===== src/logic/port4_storm_regs.svh =====
// register offsets, field positions, reset values and timing figures for the port-4 bank
`ifndef PORT4_STORM_REGS_SVH
`define PORT4_STORM_REGS_SVH

// register offsets on the management register port
`define CTRL4_OFS      8'h06
`define CTRL5_OFS      8'h07
`define TEST_A_OFS     8'h08
`define TEST_B_OFS     8'h09

// field positions inside the link-and-storm-high register
`define FLOW_BIT       5
`define SPEED_BIT      4
`define NULLVID_BIT    3
`define THR_HI_MSB     2

// reset and fixed read values
`define THR_HI_RST     3'h0
`define THR_LO_RST     8'h4a
`define TEST_A_VAL     8'h00
`define TEST_B_VAL     8'h4c

// storm measurement periods and core clock rate
`define PERIOD_100_MS  50
`define PERIOD_10_MS   500
`define CORE_CLK_KHZ   25000

// number of input ports metered
`define NUM_PORTS      4

`endif


===== src/logic/port4_storm_pkg.sv =====
// shared types for the port-4 link and storm control bank
package port4_storm_pkg;
   typedef logic [7:0]  reg_byte_t;    // one management register
   typedef logic [10:0] storm_thr_t;   // storm threshold in 64-byte blocks
   typedef logic [23:0] period_cnt_t;  // measurement period timer
endpackage : port4_storm_pkg


===== src/logic/storm_meter.sv =====
// per-port broadcast block counter with threshold compare
`timescale 1ns/1ps
module storm_meter (
   input  wire logic                      core_clk,
   input  wire logic                      rst_n,
   input  wire logic                      period_tick,
   input  wire logic                      block_in,
   input  wire port4_storm_pkg::storm_thr_t threshold,
   output logic                           blocked_r
);
   port4_storm_pkg::storm_thr_t count_r;    // blocks seen this period
   port4_storm_pkg::storm_thr_t count_nxt;
   logic                        blocked_nxt;

   // count saturates at the threshold, period start restarts it
   always_comb begin
      count_nxt   = count_r;
      blocked_nxt = blocked_r;
      if (period_tick) begin
         // a block landing on the tick is dropped; one block per period is noise
         count_nxt   = '0;
         blocked_nxt = 1'b0;
      end else begin
         if (block_in && (count_r < threshold)) begin
            count_nxt = count_r + 11'h001;
         end
         blocked_nxt = (count_nxt >= threshold);
      end
   end

   // register the meter
   always_ff @(posedge core_clk or negedge rst_n) begin
      if (!rst_n) begin
         count_r   <= '0;
         blocked_r <= 1'b0;
      end else begin
         count_r   <= count_nxt;
         blocked_r <= blocked_nxt;
      end
   end
endmodule : storm_meter


===== src/logic/port4_link_and_storm_control_regs.sv =====
// port-4 link settings and broadcast storm control register bank
`timescale 1ns/1ps
`include "port4_storm_regs.svh"
module port4_link_and_storm_control_regs #(
   parameter int PERIOD_100_CYC = `PERIOD_100_MS * `CORE_CLK_KHZ,
   parameter int PERIOD_10_CYC  = `PERIOD_10_MS * `CORE_CLK_KHZ
) (
   input  wire logic                         core_clk,
   input  wire logic                         rstn,
   input  wire logic                         flow_control_strap_pin,
   input  wire logic                         speed_strap_pin,
   input  wire logic                         reg_wr,
   input  wire logic                         reg_rd,
   input  wire logic [7:0]                   reg_addr,
   input  wire logic [7:0]                   reg_wdata,
   output port4_storm_pkg::reg_byte_t        reg_rdata,
   output logic                              flow_ctrl_en,
   output logic                              speed_10m,
   output logic                              null_vid_replace,
   output port4_storm_pkg::storm_thr_t       storm_threshold,
   output logic                              period_tick,
   input  wire logic [`NUM_PORTS-1:0]        bcast_block_in,
   output logic      [`NUM_PORTS-1:0]        bcast_blocked
);
   // reset release synchroniser
   logic rst_meta_r;                          // first stage, read only by the second
   logic rst_n;                               // released reset for the bank

   // register state
   logic                        strap_done_r;       // straps captured after release
   logic                        strap_done_nxt;
   logic                        flow_nxt;
   logic                        speed_nxt;
   logic                        nullvid_nxt;
   logic [2:0]                  thr_hi_r;           // threshold bits 10..8
   logic [2:0]                  thr_hi_nxt;
   port4_storm_pkg::reg_byte_t  thr_lo_r;           // threshold bits 7..0
   port4_storm_pkg::reg_byte_t  thr_lo_nxt;
   port4_storm_pkg::reg_byte_t  rdata_nxt;

   // period timer state
   port4_storm_pkg::period_cnt_t timer_r;           // cycles into current period
   port4_storm_pkg::period_cnt_t timer_nxt;
   port4_storm_pkg::period_cnt_t period_last;       // last count of the period
   logic                         tick_nxt;

   // async assert, two-flop release; flops only take constants under reset
   // every flop in the bank leaves reset on one edge, whatever the pin's timing
   always_ff @(posedge core_clk or negedge rstn) begin
      if (!rstn) begin
         rst_meta_r <= 1'b0;
         rst_n      <= 1'b0;
      end else begin
         rst_meta_r <= 1'b1;
         rst_n      <= rst_meta_r;
      end
   end

   // threshold is the two fields side by side, straight from flops
   // a write to one half takes effect alone; the meters may see a mixed value
   assign storm_threshold = {thr_hi_r, thr_lo_r};

   // register next values: strap capture, writes, reads
   // straps are read one edge after release, never under reset: a pin still
   // settling while reset is held cannot leak into the bank
   always_comb begin
      strap_done_nxt = 1'b1;
      flow_nxt       = flow_ctrl_en;
      speed_nxt      = speed_10m;
      nullvid_nxt    = null_vid_replace;
      thr_hi_nxt     = thr_hi_r;
      thr_lo_nxt     = thr_lo_r;
      rdata_nxt      = reg_rdata;
      if (!strap_done_r) begin
         // first cycle after release: pins hold their straps now
         flow_nxt  = flow_control_strap_pin;
         speed_nxt = speed_strap_pin;
      end else if (reg_wr) begin
         // writes to read-only or unmapped offsets are dropped
         // bits 7..6 of the control register live elsewhere; writes to them vanish
         if (reg_addr == `CTRL4_OFS) begin
            flow_nxt    = reg_wdata[`FLOW_BIT];
            speed_nxt   = reg_wdata[`SPEED_BIT];
            nullvid_nxt = reg_wdata[`NULLVID_BIT];
            thr_hi_nxt  = reg_wdata[`THR_HI_MSB:0];
         end else if (reg_addr == `CTRL5_OFS) begin
            thr_lo_nxt  = reg_wdata;
         end
      end
      if (reg_rd) begin
         // unmapped offsets and bits not held here read as zero
         unique case (reg_addr)
            `CTRL4_OFS: begin
               rdata_nxt = {2'b00, flow_ctrl_en, speed_10m, null_vid_replace, thr_hi_r};
            end
            `CTRL5_OFS:  rdata_nxt = thr_lo_r;
            `TEST_A_OFS: rdata_nxt = `TEST_A_VAL;
            `TEST_B_OFS: rdata_nxt = `TEST_B_VAL;
            default:     rdata_nxt = 8'h00;
         endcase
      end
   end

   // register bank flops; straps are not sampled under reset
   // threshold and null vid flops take their reset value here, flow and speed bits wait for the straps
   always_ff @(posedge core_clk or negedge rst_n) begin
      if (!rst_n) begin
         strap_done_r     <= 1'b0;
         flow_ctrl_en     <= 1'b0;
         speed_10m        <= 1'b0;
         null_vid_replace <= 1'b0;
         thr_hi_r         <= `THR_HI_RST;
         thr_lo_r         <= `THR_LO_RST;
         reg_rdata        <= 8'h00;
      end else begin
         strap_done_r     <= strap_done_nxt;
         flow_ctrl_en     <= flow_nxt;
         speed_10m        <= speed_nxt;
         null_vid_replace <= nullvid_nxt;
         thr_hi_r         <= thr_hi_nxt;
         thr_lo_r         <= thr_lo_nxt;
         reg_rdata        <= rdata_nxt;
      end
   end

   // period length follows the current speed setting
   // one timer serves every port, so all meters share the same period edges
   assign period_last = speed_10m ? 24'(PERIOD_10_CYC - 1)
                                  : 24'(PERIOD_100_CYC - 1);

   // period timer; a speed change mid-period wraps at once if already past
   // otherwise the running period just stretches or shrinks to the new length
   always_comb begin
      tick_nxt  = 1'b0;
      timer_nxt = timer_r + 24'h00_0001;
      if (timer_r >= period_last) begin
         timer_nxt = '0;
         tick_nxt  = 1'b1;
      end
   end

   // timer flops
   always_ff @(posedge core_clk or negedge rst_n) begin
      if (!rst_n) begin
         timer_r     <= '0;
         period_tick <= 1'b0;
      end else begin
         timer_r     <= timer_nxt;
         period_tick <= tick_nxt;
      end
   end

   // one meter per input port, restarted by the period tick
   // meters share one threshold and one tick; only the block pulses differ
   for (genvar p = 0; p < `NUM_PORTS; p++) begin : g_meter
      storm_meter u_meter (
         .core_clk    (core_clk),
         .rst_n       (rst_n),
         .period_tick (period_tick),
         .block_in    (bcast_block_in[p]),
         .threshold   (storm_threshold),
         .blocked_r   (bcast_blocked[p])
      );
      // once blocked, a port stays so until the tick; a raised threshold may free it early
      blocked_hold_a: assert property (@(posedge core_clk) disable iff (!rst_n)
         (bcast_blocked[p] && !period_tick && $stable(storm_threshold))
         |=> bcast_blocked[p])
         else $error("port freed before period start");
   end

   // checks on the bank
   // all checks sleep under the released reset, so a mid-run reset starts them afresh
   // last timer count of each period, kept apart from the expression the timer uses
   localparam port4_storm_pkg::period_cnt_t PERIOD_100_LAST = 24'(PERIOD_100_CYC - 1);
   localparam port4_storm_pkg::period_cnt_t PERIOD_10_LAST  = 24'(PERIOD_10_CYC - 1);

   // a written flow bit shows on the pin one cycle later
   // writes before strap capture are refused, hence the capture guard
   flow_write_a: assert property (@(posedge core_clk) disable iff (!rst_n)
      (strap_done_r && reg_wr && reg_addr == `CTRL4_OFS)
      |=> (flow_ctrl_en == $past(reg_wdata[`FLOW_BIT])))
      else $error("flow control bit did not follow write");

   // strap level lands in the flow bit right after capture
   strap_flow_a: assert property (@(posedge core_clk) disable iff (!rst_n)
      $rose(strap_done_r) |-> (flow_ctrl_en == $past(flow_control_strap_pin)))
      else $error("flow control not loaded from strap");

   // a written speed bit shows one cycle later
   speed_write_a: assert property (@(posedge core_clk) disable iff (!rst_n)
      (strap_done_r && reg_wr && reg_addr == `CTRL4_OFS)
      |=> (speed_10m == $past(reg_wdata[`SPEED_BIT])))
      else $error("speed bit did not follow write");

   // strap level lands in the speed bit right after capture
   strap_speed_a: assert property (@(posedge core_clk) disable iff (!rst_n)
      $rose(strap_done_r) |-> (speed_10m == $past(speed_strap_pin)))
      else $error("speed not loaded from strap");

   // null vid bit follows a write
   null_vid_a: assert property (@(posedge core_clk) disable iff (!rst_n)
      (strap_done_r && reg_wr && reg_addr == `CTRL4_OFS)
      |=> (null_vid_replace == $past(reg_wdata[`NULLVID_BIT])))
      else $error("null vid bit did not follow write");

   // control register reads back every field it holds
   // a write in the same cycle is not yet visible, so the old values come back
   ctrl4_read_a: assert property (@(posedge core_clk) disable iff (!rst_n)
      (reg_rd && reg_addr == `CTRL4_OFS)
      |=> (reg_rdata[`NULLVID_BIT] == $past(null_vid_replace))
          && (reg_rdata[`FLOW_BIT] == $past(flow_ctrl_en))
          && (reg_rdata[`SPEED_BIT] == $past(speed_10m))
          && (reg_rdata[`THR_HI_MSB:0] == $past(thr_hi_r))
          && (reg_rdata[7:6] == 2'b00))
      else $error("control register readback wrong");

   // after capture, link bits move only on a control register write
   // so a strap level sticks until software overrides it
   cfg_hold_a: assert property (@(posedge core_clk) disable iff (!rst_n)
      (strap_done_r && !(reg_wr && reg_addr == `CTRL4_OFS))
      |=> $stable(flow_ctrl_en) && $stable(speed_10m) && $stable(null_vid_replace))
      else $error("link bit changed without a write");

   // low byte write lands without touching the high bits
   thr_join_a: assert property (@(posedge core_clk) disable iff (!rst_n)
      (reg_wr && strap_done_r && reg_addr == `CTRL5_OFS)
      |=> (storm_threshold[7:0] == $past(reg_wdata))
          && (storm_threshold[10:8] == $past(thr_hi_r)))
      else $error("low threshold byte write wrong");

   // high bits write lands without touching the low byte
   hi_write_a: assert property (@(posedge core_clk) disable iff (!rst_n)
      (reg_wr && strap_done_r && reg_addr == `CTRL4_OFS)
      |=> (storm_threshold[10:8] == $past(reg_wdata[`THR_HI_MSB:0]))
          && (storm_threshold[7:0] == $past(thr_lo_r)))
      else $error("high threshold bits write wrong");

   // threshold moves only when one of its two registers is written
   // read-only and unmapped offsets must leave it alone
   thr_hold_a: assert property (@(posedge core_clk) disable iff (!rst_n)
      (strap_done_r && !(reg_wr && (reg_addr == `CTRL4_OFS || reg_addr == `CTRL5_OFS)))
      |=> $stable(storm_threshold))
      else $error("threshold changed without a write");

   // low byte reads back as held
   lo_read_a: assert property (@(posedge core_clk) disable iff (!rst_n)
      (reg_rd && reg_addr == `CTRL5_OFS) |=> (reg_rdata == $past(thr_lo_r)))
      else $error("low threshold byte readback wrong");

   // period timer at 100M: the tick follows the last count, then the timer restarts
   // two cycles of steady speed skip the early wrap that a speed change forces
   period_len_a: assert property (@(posedge core_clk) disable iff (!rst_n)
      (period_tick && !speed_10m && !$past(speed_10m) && !$past(speed_10m, 2))
      |-> (timer_r == 24'h00_0000) && ($past(timer_r) == PERIOD_100_LAST))
      else $error("100M period length wrong");

   // same at 10M, with the same two-cycle guard
   period_10_a: assert property (@(posedge core_clk) disable iff (!rst_n)
      (period_tick && speed_10m && $past(speed_10m) && $past(speed_10m, 2))
      |-> (timer_r == 24'h00_0000) && ($past(timer_r) == PERIOD_10_LAST))
      else $error("10M period length wrong");

   // the tick is a single-cycle pulse, so a meter restarts once per period
   tick_pulse_a: assert property (@(posedge core_clk) disable iff (!rst_n)
      period_tick |=> !period_tick)
      else $error("period tick wider than one cycle");

   // threshold reset value, seen right after capture
   thr_reset_a: assert property (@(posedge core_clk) disable iff (!rst_n)
      $rose(strap_done_r) |-> (storm_threshold == 11'h04a))
      else $error("storm threshold reset value wrong");

   // period start frees port 0 if it is blocked
   storm_clear_a: assert property (@(posedge core_clk) disable iff (!rst_n)
      (period_tick && storm_threshold != 11'h000) |=> !bcast_blocked[0])
      else $error("port still blocked after period start");

   // read data hold between reads; software may sample them late
   rdata_hold_a: assert property (@(posedge core_clk) disable iff (!rst_n)
      !reg_rd |=> $stable(reg_rdata))
      else $error("read data changed without a read");

   // fixed factory values read back
   test_a_a: assert property (@(posedge core_clk) disable iff (!rst_n)
      (reg_rd && reg_addr == `TEST_A_OFS) |=> (reg_rdata == 8'h00))
      else $error("factory test a readback wrong");

   test_b_a: assert property (@(posedge core_clk) disable iff (!rst_n)
      (reg_rd && reg_addr == `TEST_B_OFS) |=> (reg_rdata == 8'h4c))
      else $error("factory test b readback wrong");

endmodule : port4_link_and_storm_control_regs


===== config.mk =====
export PLATFORM = sky130hd
export DESIGN_NAME = port4_link_and_storm_control_regs
export DESIGN_NICKNAME = d
export VERILOG_FILES = /design/src/logic/port4_storm_pkg.sv /design/src/logic/storm_meter.sv /design/src/logic/port4_link_and_storm_control_regs.sv
export VERILOG_INCLUDE_DIRS = /design/src /design/src/logic
export SDC_FILE = /design/constraint.sdc
export NUM_CORES = 1
export LEC_CHECK = 0
export BUFFER_PORTS_ARGS = -buffer_cell sky130_fd_sc_hd__buf_4
export CAP_MARGIN = 25
export CORE_MARGIN = 4
export CORE_UTILIZATION = 45
export CTS_CLUSTER_SIZE = 30
export DETAILED_ROUTE_END_ITERATION = 8
export PLACE_DENSITY = 0.74
export SLEW_MARGIN = 20
export SYNTH_ARGS = -nofsm -noshare
export SYNTH_HDL_FRONTEND = slang
export SYNTH_SLANG_ARGS = --single-unit

===== constraint.sdc =====
create_clock -name core_clk -period 6.1 [get_ports core_clk]
set_input_delay 0.305 -clock core_clk [delete_from_list [all_inputs] [get_ports core_clk]]
set_output_delay 0.305 -clock core_clk [all_outputs]
set_load 0.05 [all_outputs]

Word-level counts from Yosys, hierarchy flattened:

Index checks and enable logic that the tools add are counted.

* flip-flop bits (word level): 98

* $add $sub $neg: 5
* order comparisons: 9
* multiplexer cells: 26
* equality and inequality tests: 5
* reduce and logical (&&, ||, !) cells: 7
* bitwise operators: 1

Operator list (number)
* 11-bit two-way mux: 12
* 24-bit two-way mux: 2
* 11-bit by 1-bit adder with 11-bit output (second input constant): 4
* 11-bit greater-or-equal comparator: 4
* 11-bit less-than comparator: 4
* 24-bit by 1-bit adder with 24-bit output (second input constant): 1
* 24-bit greater-or-equal comparator: 1
* 8-bit case mux with 3 select lines: 1
* 8-bit by 3-bit equality test with 1-bit output (second input constant): 2
* 1-bit two-way mux: 11
* 8-bit by 4-bit equality test with 1-bit output (second input constant): 1
* 1-bit logical AND: 4
* 4-bit AND reduction: 1
* 3-bit AND reduction: 1
* 2-bit by 1-bit != test with 1-bit output (second input constant): 1
* 2-bit != test (second input constant): 1
* 2-bit AND reduction: 1
* 1-bit inverter: 1

Longest topological paths before layout:

Gate-level depths: netlist of the first run.

* depth in word-level cells: 6
* gate-level depth with buffers: 15

By module:

A second synthesis of the first run with hierarchy kept.

* cells, all modules: 809
* area total of the unflattened synthesis: 7671.1 µm²

Modules (own cells, without submodules)
* storm_meter: times used 4, area each 1239.9 µm², cells an instance 144
* port4_link_and_storm_control_regs: times used 1, area each 2711.4 µm², cells an instance 233

Worst setup path before layout of the first run:

OpenSTA, ideal clock, no wires.

* path kind: register -> register
* start: reg thr_hi_r[1]
* end: reg g_meter[3].u_meter.blocked_r
* library setup time: 136 ps
* cell stages (with the launch flop): 16
* required time: 5964 ps
* data arrival time: 3657 ps
* slack: 2307 ps
* buffers on the path: 0
* cell sequence: dfrtp_1 > inv_1 > ha_1 > a21oi_2 > a21boi_1 > or4b_4 > a21oi_4 > nand4_1 > xnor2_1 > ha_1 > a21oi_1 > nor2_1 > a2111oi_0 > a21oi_1 > o21ai_0 > a21oi_1

* word-level cells in the longest chain between the ends: 6

Ends and longest elaborated chain
* start: declaration: RTL line port4_link_and_storm_control_regs.sv:35 `logic [2:0] thr_hi_r;`
* start signal: assignment: RTL line port4_link_and_storm_control_regs.sv:112 `` thr_hi_r <= `THR_HI_RST; ``
* start signal: assignment: RTL line port4_link_and_storm_control_regs.sv:120 `thr_hi_r <= thr_hi_nxt;`
* 11-bit less-than comparator: RTL line storm_meter.sv:24 `if (block_in && (count_r < threshold)) begin`
* 1-bit logical AND: RTL line storm_meter.sv:24
* 11-bit two-way mux: RTL line storm_meter.sv:24
* 11-bit two-way mux: RTL line storm_meter.sv:19 `if (period_tick) begin`
* 11-bit greater-or-equal comparator (*): RTL line storm_meter.sv:27 `blocked_nxt = (count_nxt >= threshold);`
* 1-bit two-way mux (*): RTL line storm_meter.sv:19
* net g_meter[3].u_meter.blocked_nxt: RTL line storm_meter.sv:13 `logic blocked_nxt;`
* end signal: assignment: RTL line storm_meter.sv:38 `blocked_r <= blocked_nxt;`
* end: declaration: RTL line storm_meter.sv:9 `output logic blocked_r`

Mark *: on every way through the listed nets, which the timed path passes. The rest lies on a longest branch. The select of a mux whose other input is x is not followed.
A chain may end at the register's enable or synchronous reset.

Final worst setup path of the first run:

* start: reg thr_lo_r[6]
* end: reg g_meter[3].u_meter.blocked_r

* word-level cells in the longest chain between the ends: 6

Ends and longest elaborated chain
* start: declaration: RTL line port4_link_and_storm_control_regs.sv:37 `port4_storm_pkg::reg_byte_t thr_lo_r;`
* start signal: assignment: RTL line port4_link_and_storm_control_regs.sv:113 `` thr_lo_r <= `THR_LO_RST; ``
* start signal: assignment: RTL line port4_link_and_storm_control_regs.sv:121 `thr_lo_r <= thr_lo_nxt;`
* 11-bit less-than comparator: RTL line storm_meter.sv:24
* 1-bit logical AND: RTL line storm_meter.sv:24
* 11-bit two-way mux: RTL line storm_meter.sv:24
* 11-bit two-way mux: RTL line storm_meter.sv:19
* 11-bit greater-or-equal comparator (*): RTL line storm_meter.sv:27
* 1-bit two-way mux (*): RTL line storm_meter.sv:19
* net g_meter[3].u_meter.blocked_nxt: RTL line storm_meter.sv:13

Marks and branches as above.

==> metrics, run 1 <==
Port Buf Inserts=52; xor and xnor fraction of the mapped netlist area=7.636%; Worst-Skew Late Latency=0.35 ns; Syn-to-layout area delta=12.93%; crit path time final=3.870 ns; CTS tree=yes; via count=5320; PwrDens=300.4 nW/um^2; Worst EP required=6.31 ns; share of synthesized registers carrying an async set or reset=100.0%; vias in the first global route=5305; worst r2r src=thr_lo_r[6]$_DFFE_PN1P_; R2R Path End=g_meter[3].u_meter.blocked_r$_DFF_PN0_; number of vias per cell=5.542; Yosys cell types=54; largest net degree at the start of global routing=75; CP peak stage delay=0.56 ns; final period utilization=63.45%; antenna cells=0; Final Max Slew Viols=0; nature of the critical path endpoint=flip-flop; DP Wirelength=11160 um; Final Skew=0.007735 ns; Top FF cell, synth=dfrtp_1; Worst VDD drop=0.2383 mV; global route total overflow=0; I/O pins=53; crit path max fanout=8; outcome=finished, final reports clean; Hold Crit Class=in2reg; list of most frequent post-synthesis cells=ha_1, dfrtp_1, nor2_1, a21oi_1, nand2_1; Starting DRT DRC Count=321; ranking of synthesized cells by area=dfrtp_1, ha_1, xnor2_1; Row Count=44; most area-hungry cell type in the Yosys netlist=dfrtp_1; setup bufs post-CTS=0; post-synthesis mux area share=4.709%; CTS clk-pin slew, worst paths=0.07 ns; Final Hold Viols=0; Worst Path Class, Setup=reg2reg; most used cell, CP=a21oi_1; worst setup path endpoint=g_meter[3].u_meter.blocked_r$_DFF_PN0_; final setup TNS=0 ns; EDFF count, synth=0; Synth Instances=717; Simple-Gate Fraction of Synth Area=19.95%; Fill cells=1328; Final nets=899; adder-cell share of the synthesized area=18.55%; H-tree depth=3; most frequent cell after synthesis=ha_1; Synth top area share=34.55%; drt first pass iters=4; WL/cell=15.69 um; R2R depth=15; share of layout cells above drive strength 1=14.43%; #FFs+latches synth=98; Die ar.=17330 um^2; initial antenna violation count=0; Synth Area in Compound Gates=10.75%; Syn Std Cell Area=6882 um^2; Core Area=14750 um^2; DR WL met2=6944 um; worst path cell trace=inv_1, ha_1, a21oi_1, nor2_1, or4b_4, a21oi_4, nand4_1, xnor2_1, ha_1, a21oi_1, nor2_1, a2111oi_0, a21oi_1, o21ai_0, a21oi_1; Worst Path Buf+Inv=1; Die Width=131.7 um; crit path launch=thr_lo_r[6]$_DFFE_PN1P_; RSZ-0062 raised after global routing=no; final setup vio count=0; total track usage=17.84%; DIE HEIGHT=131.7 um; Power Total=2.334 mW; WL met3=459 um; clk sink count=98; Post-DRT Antenna Nets=0; Least-Margin Pin Slew=0.8973 ns; Top delay family on crit path=compound AO/OA/AOI/OAI gates; WL met1=7405 um; first-pass GRT wire length=25670 um; Max Used Layer=met4; Residual DRC=0; critical path data arrival time=4.08 ns; routability cong.=0.8763; CTS max path bufs=2; YS warnings=0; initial core utilization=46.64%; Clock Tree Root=clkbuf_16; largest family of logic cells by synthesized area=simple AND/OR/NAND/NOR gates; Leakage=3.607 nW; slowest stage cell, crit path=dfstp_2; Avg Synthesized Cell Area=9.598 um^2; Stages on worst setup path=15; relative slew slack=40.18%; max-cap viol count=0; FF-to-FF setup slack=2.23 ns; FMAX=258.4 MHz; Seq/Total Area, Yosys=35.69%; CTS Buf Count=9; final WL=15060 um; Setup crit start kind=flip-flop
## worst min-delay path by stage
stage,cells past startpoint,slack [ns],startpoint,endpoint
4_1_cts,2,0.19,reg_wdata[7],thr_lo_r[7]$_DFFE_PN0P_
2_1_floorplan,0,0.009,rstn,rst_meta_r$_DFF_PN0_
3_5_place_dp,1,0.09,rstn,rst_meta_r$_DFF_PN0_
6_report,2,0.20,reg_wdata[6],thr_lo_r[6]$_DFFE_PN1P_
3_3_place_gp,1,0.09,rstn,rst_meta_r$_DFF_PN0_
5_1_grt,2,0.19,reg_wdata[6],thr_lo_r[6]$_DFFE_PN1P_
## logic make-up after synthesis
group,count (synthesis)
xor+xnor,60
simple gates,268
buf+inv,44
mux,29
compound gates,115
other cells,1
fa+ha+maj,102
flops,98
## cell type report
| type | instances | area (um^2) | area share (%) |
|---|---|---|---|
| Clock buffer | 11 | 242.7 | 3.123 |
| Clock inverter | 5 | 30.03 | 0.3864 |
| Inverter | 29 | 108.9 | 1.401 |
| Multi-Input combinational cell | 576 | 4245 | 54.63 |
| Sequential cell | 98 | 2464 | 31.70 |
| Tap cell | 184 | 230.2 | 2.962 |
| Timing Repair Buffer | 57 | 450.4 | 5.796 |
## report_power, final
part	leakage (nW)	internal, mW	switching, mW
clock	0.131	0.286	0.245
sequential	1.27	0.744	0.126
combinational	2.21	0.414	0.520
## sequential cells by signal, summed over array words and instances, names as in the netlist, 3 cells and up
register                   count
g_meter.u_meter.count_r       44
timer_r                       24
reg_rdata                      8
thr_lo_r                       8
g_meter.u_meter.blocked_r      4
thr_hi_r                       3
## metrics by stage
| stage | hold slack (ns) | worst slack, ns | util [%] | std cells | area, um^2 |
|---|---|---|---|---|---|
| finish | 0.1970 | 2.230 | 52.67 | 960 | 7771 |
| CTS | 0.1905 | 2.246 | 52.47 | 959 | 7741 |
| detailed placement | 0.09490 | 2.297 | 50.55 | 942 | 7458 |
| global placement | 0.09199 | 2.316 | 50.55 | 942 | 7458 |
| floorplan | 0.009409 | 2.307 | - | 718 | 6885 |
| global route | 0.1885 | 1.899 | 52.67 | 960 | 7771 |
## metal layers
layer	vias to the layer above	track usage, %
li1	2679	-
met1	2542	23.98
met2	79	29.48
met3	20	3.096
met4	0	5.543
met5	-	0
## cell usage in the layout, fill, tap and decap left out, types with 7 or more instances in the layout
cell type  instances
a21oi_1           42
and3_1            12
and4_1             7
buf_4             55
clkbuf_16          9
dfrtp_1           93
ha_1             102
inv_1             29
mux2_2            27
nand2_1           41
nand3_1           33
nand4_1           26
nor2_1            80
nor2b_1           40
nor3_1             7
o21ai_0           30
o22ai_1            7
xnor2_1           36
xor2_1            24
## worst reg2reg max path: cells and delay by family (launching register included)
| family | cells | cell delay, ns |
|---|---|---|
| buffers and inverters | 1 | 0.19 |
| XOR/XNOR | 1 | 0.17 |
| AND/OR/NAND/NOR | 4 | 0.83 |
| AO/OA/AOI/OAI | 7 | 1.30 |
| flip-flops | 1 | 0.56 |
| adder cells (fa/ha/maj) | 2 | 0.67 |
## what timing repair did
| action | CTS | global route |
|---|---|---|
| hold buffers | 1 | 0 |
| endpoints found under the hold margin | 2 | 0 |
| gates resized for setup | 0 | 0 |
Power figures use the tool's default switching activity.
==> inputs of run 2 (changes only) <==
--- a/config.mk
+++ b/config.mk
@@ -6,13 +6,14 @@
 export SDC_FILE = /design/constraint.sdc
 export NUM_CORES = 1
 export LEC_CHECK = 0
+export ABC_AREA = 1
 export BUFFER_PORTS_ARGS = -buffer_cell sky130_fd_sc_hd__buf_4
 export CAP_MARGIN = 25
 export CORE_MARGIN = 4
 export CORE_UTILIZATION = 45
 export CTS_CLUSTER_SIZE = 30
 export DETAILED_ROUTE_END_ITERATION = 8
-export PLACE_DENSITY = 0.74
+export PLACE_DENSITY = 0.73
 export SLEW_MARGIN = 20
 export SYNTH_ARGS = -nofsm -noshare
 export SYNTH_HDL_FRONTEND = slang
==> constraint.sdc (replaced) <==
create_clock -name core_clk -period 3.9 [get_ports core_clk]
set_input_delay 0.195 -clock core_clk [delete_from_list [all_inputs] [get_ports core_clk]]
set_output_delay 0.195 -clock core_clk [all_outputs]
set_load 0.05 [all_outputs]
==> run 2 against run 1 <==
Against the previous run:
- worst hold slack lost 0.16 ns
- register-to-register slack got worse by 1.5 ns
- fmax is 20% higher
==> metrics, run 2 <==
I/O pins=53; #FFs+latches synth=98; crit path time final=3.220 ns; Fill cells=1813; crit path launch=thr_hi_r[2]$_DFFE_PN0P_; Biggest register=g_meter.u_meter.count_r; final WL=21500 um; Largest register FFs=44; Residual DRC=0; largest net degree at the start of global routing=48; cell area after layout=9193 um^2; worst setup path endpoint=g_meter[2].u_meter.blocked_r$_DFF_PN0_; Worst-Skew Late Latency=0.36 ns; Hold Crit Class=in2reg; Post-DRT Antenna Nets=0; list of most frequent post-synthesis cells=nand2_1, inv_1, nor2_1, ha_1, dfrtp_1; Core Area=18020 um^2; Clock Tree Root=clkbuf_16; routability cong.=0.9493; R2R Path End=g_meter[2].u_meter.blocked_r$_DFF_PN0_; Syn Std Cell Area=8249 um^2; register area=2460 um^2; Leakage=5.000 nW; total track usage=21.72%; CTS max path bufs=2; Syn-to-layout area delta=11.44%; Avg Synthesized Cell Area=6.915 um^2; final setup vio count=0; commonest non-fill, non-tap cell in the layout=nand2_1; max-cap viol count=0; Top FF cell, synth=dfrtp_1; Worst EP required=4.15 ns; YS warnings=0; Die Width=143.4 um; final setup TNS=0 ns; Seq/Total Area, Yosys=29.77%; most frequent cells in the layout=nand2_1, inv_1, nor2_1; WHS=0.03636 ns; Top Registers=g_meter.u_meter.count_r (44), timer_r (24); DP Wirelength=16270 um; number of vias per cell=5.258; global route total overflow=0; Worst VDD drop=0.2739 mV; share of synthesized registers carrying an async set or reset=100.0%; Synth Instances=1193; antenna cells=0; Final Max Slew Viols=0; most frequent cell after synthesis=nand2_1; via count=7776; Final Hold Viols=0; Resized Gates After CTS=0; relative slew slack=56.65%; CTS tree=yes; fin cells=1479; EDFF count, synth=0; Final Skew=0.009774 ns; Starting DRT DRC Count=529; clk sink count=98; outcome=finished, final reports clean; FMAX=310.6 MHz; share of layout cells above drive strength 1=10.08%; RSZ-0062 raised after global routing=no; Final nets=1373; final period utilization=82.57%; first-pass GRT wire length=36000 um; Port Buf Inserts=52; Synth top area share=28.82%; FF-to-FF setup slack=0.68 ns; area of the multi-input gates=5010 um^2; Setup crit start kind=flip-flop; CTS Buf Count=9; critical path data arrival time=3.47 ns; initial core utilization=45.77%; ranking of synthesized cells by area=dfrtp_1, nand2_1, ha_1; DP Cell Count=1462; Yosys cell types=41; H-tree depth=3; R2R depth=18; DIE HEIGHT=143.4 um; most area-hungry cell type in the Yosys netlist=dfrtp_1; PwrDens=571.1 nW/um^2; worst r2r src=thr_hi_r[2]$_DFFE_PN0P_; final core occ=51.00%; vias in the first global route=7366; initial antenna violation count=0; nature of the critical path endpoint=flip-flop; Die ar.=20560 um^2; setup bufs post-CTS=0; Worst Path Class, Setup=reg2reg; Least-Margin Pin Slew=0.6503 ns; WL/cell=14.54 um; Placement Cell Area=8905 um^2; crit path max fanout=11; drt first pass iters=5; CTS clk-pin slew, worst paths=0.07 ns; Row Count=49
==> run 2: area by class of cell <==
class	instances	share of cell area, %
Clock buffer	9	2.450
Timing Repair Buffer	60	5.363
Tap cell	229	3.117
Multi-Input combinational cell	899	54.50
Clock inverter	7	0.5717
Inverter	177	7.241
Sequential cell	98	26.76
==> run 2: repair_timing <==
| item | CTS | global route |
|---|---|---|
| endpoints found under the hold margin | 2 | 0 |
| endpoints found under the setup margin | 0 | 0 |
| hold buffers | 1 | 0 |
==> run 2: layer usage <==
metal | part of all wire [%] | up-vias | track usage (%) | wire length [um]
met1 | 47 | 3576 | 29.81 | 10080
li1 | - | 3945 | - | -
met3 | 5.5 | 36 | 3.461 | 1187
met4 | 2.4 | 0 | 7.483 | 506
met2 | 45 | 219 | 34.97 | 9734
met5 | 0 | - | 0 | 0
==> run 2: cell families (layout without fill, tap and decap cells) <==
kind of cell | count (synthesis) | in the layout | synth area share (%)
and+or+nand+nor | 691 | 691 | 37.10
buffers and inverters | 197 | 253 | 9.540
adders and majority gates | 102 | 102 | 15.47
DFF | 98 | 98 | 29.77
AOI/OAI and AO/OA | 76 | 76 | 5.096
xor gates and xnor gates | 28 | 28 | 2.973
other | 1 | 2 | 0.04546
==> run 2: worst max-delay path: stages (launching register included) <==
cell and delay, ns:
dfrtp_1 0.41, inv_1 0.41, ha_1 0.34, nand2_1 0.11, nor2_2 0.07, nand2_1 0.08
clkinv_1 0.06, nand2_1 0.29, nand4_2 0.32, nand2_1 0.14, nand2_1 0.09, inv_1 0.06
ha_1 0.23, a21oi_1 0.14, o21ai_0 0.10, nand2_1 0.08, nand3_1 0.06, nor2_1 0.10
nor2_1 0.04
==> run 2: worst min-delay path by stage <==
stage            startpoint                      end  cells past startpoint
5_1_grt        reg_wdata[7]  thr_lo_r[7]$_DFFE_PN0P_                      3
3_3_place_gp           rstn     rst_meta_r$_DFF_PN0_                      1
6_report       reg_wdata[7]  thr_lo_r[7]$_DFFE_PN0P_                      3
2_1_floorplan          rstn     rst_meta_r$_DFF_PN0_                      0
3_5_place_dp           rstn     rst_meta_r$_DFF_PN0_                      1
4_1_cts        reg_wdata[7]  thr_lo_r[7]$_DFFE_PN0P_                      3
==> run 2: per-stage QoR <==
stage               power [mW]  setup slack, ns
floorplan                3.677           0.9733
global placement         4.265           0.7563
detailed placement       4.337           0.7423
CTS                      5.249           0.7193
global route             5.802           0.3561
finish                   5.250           0.6800
==> run 2: report_power, final <==
group / internal [mW] / leakage, nW / switching [mW]
clock network: 0.440 / 0.137 / 0.443
registers: 1.25 / 1.13 / 0.361
logic: 0.999 / 3.73 / 1.75
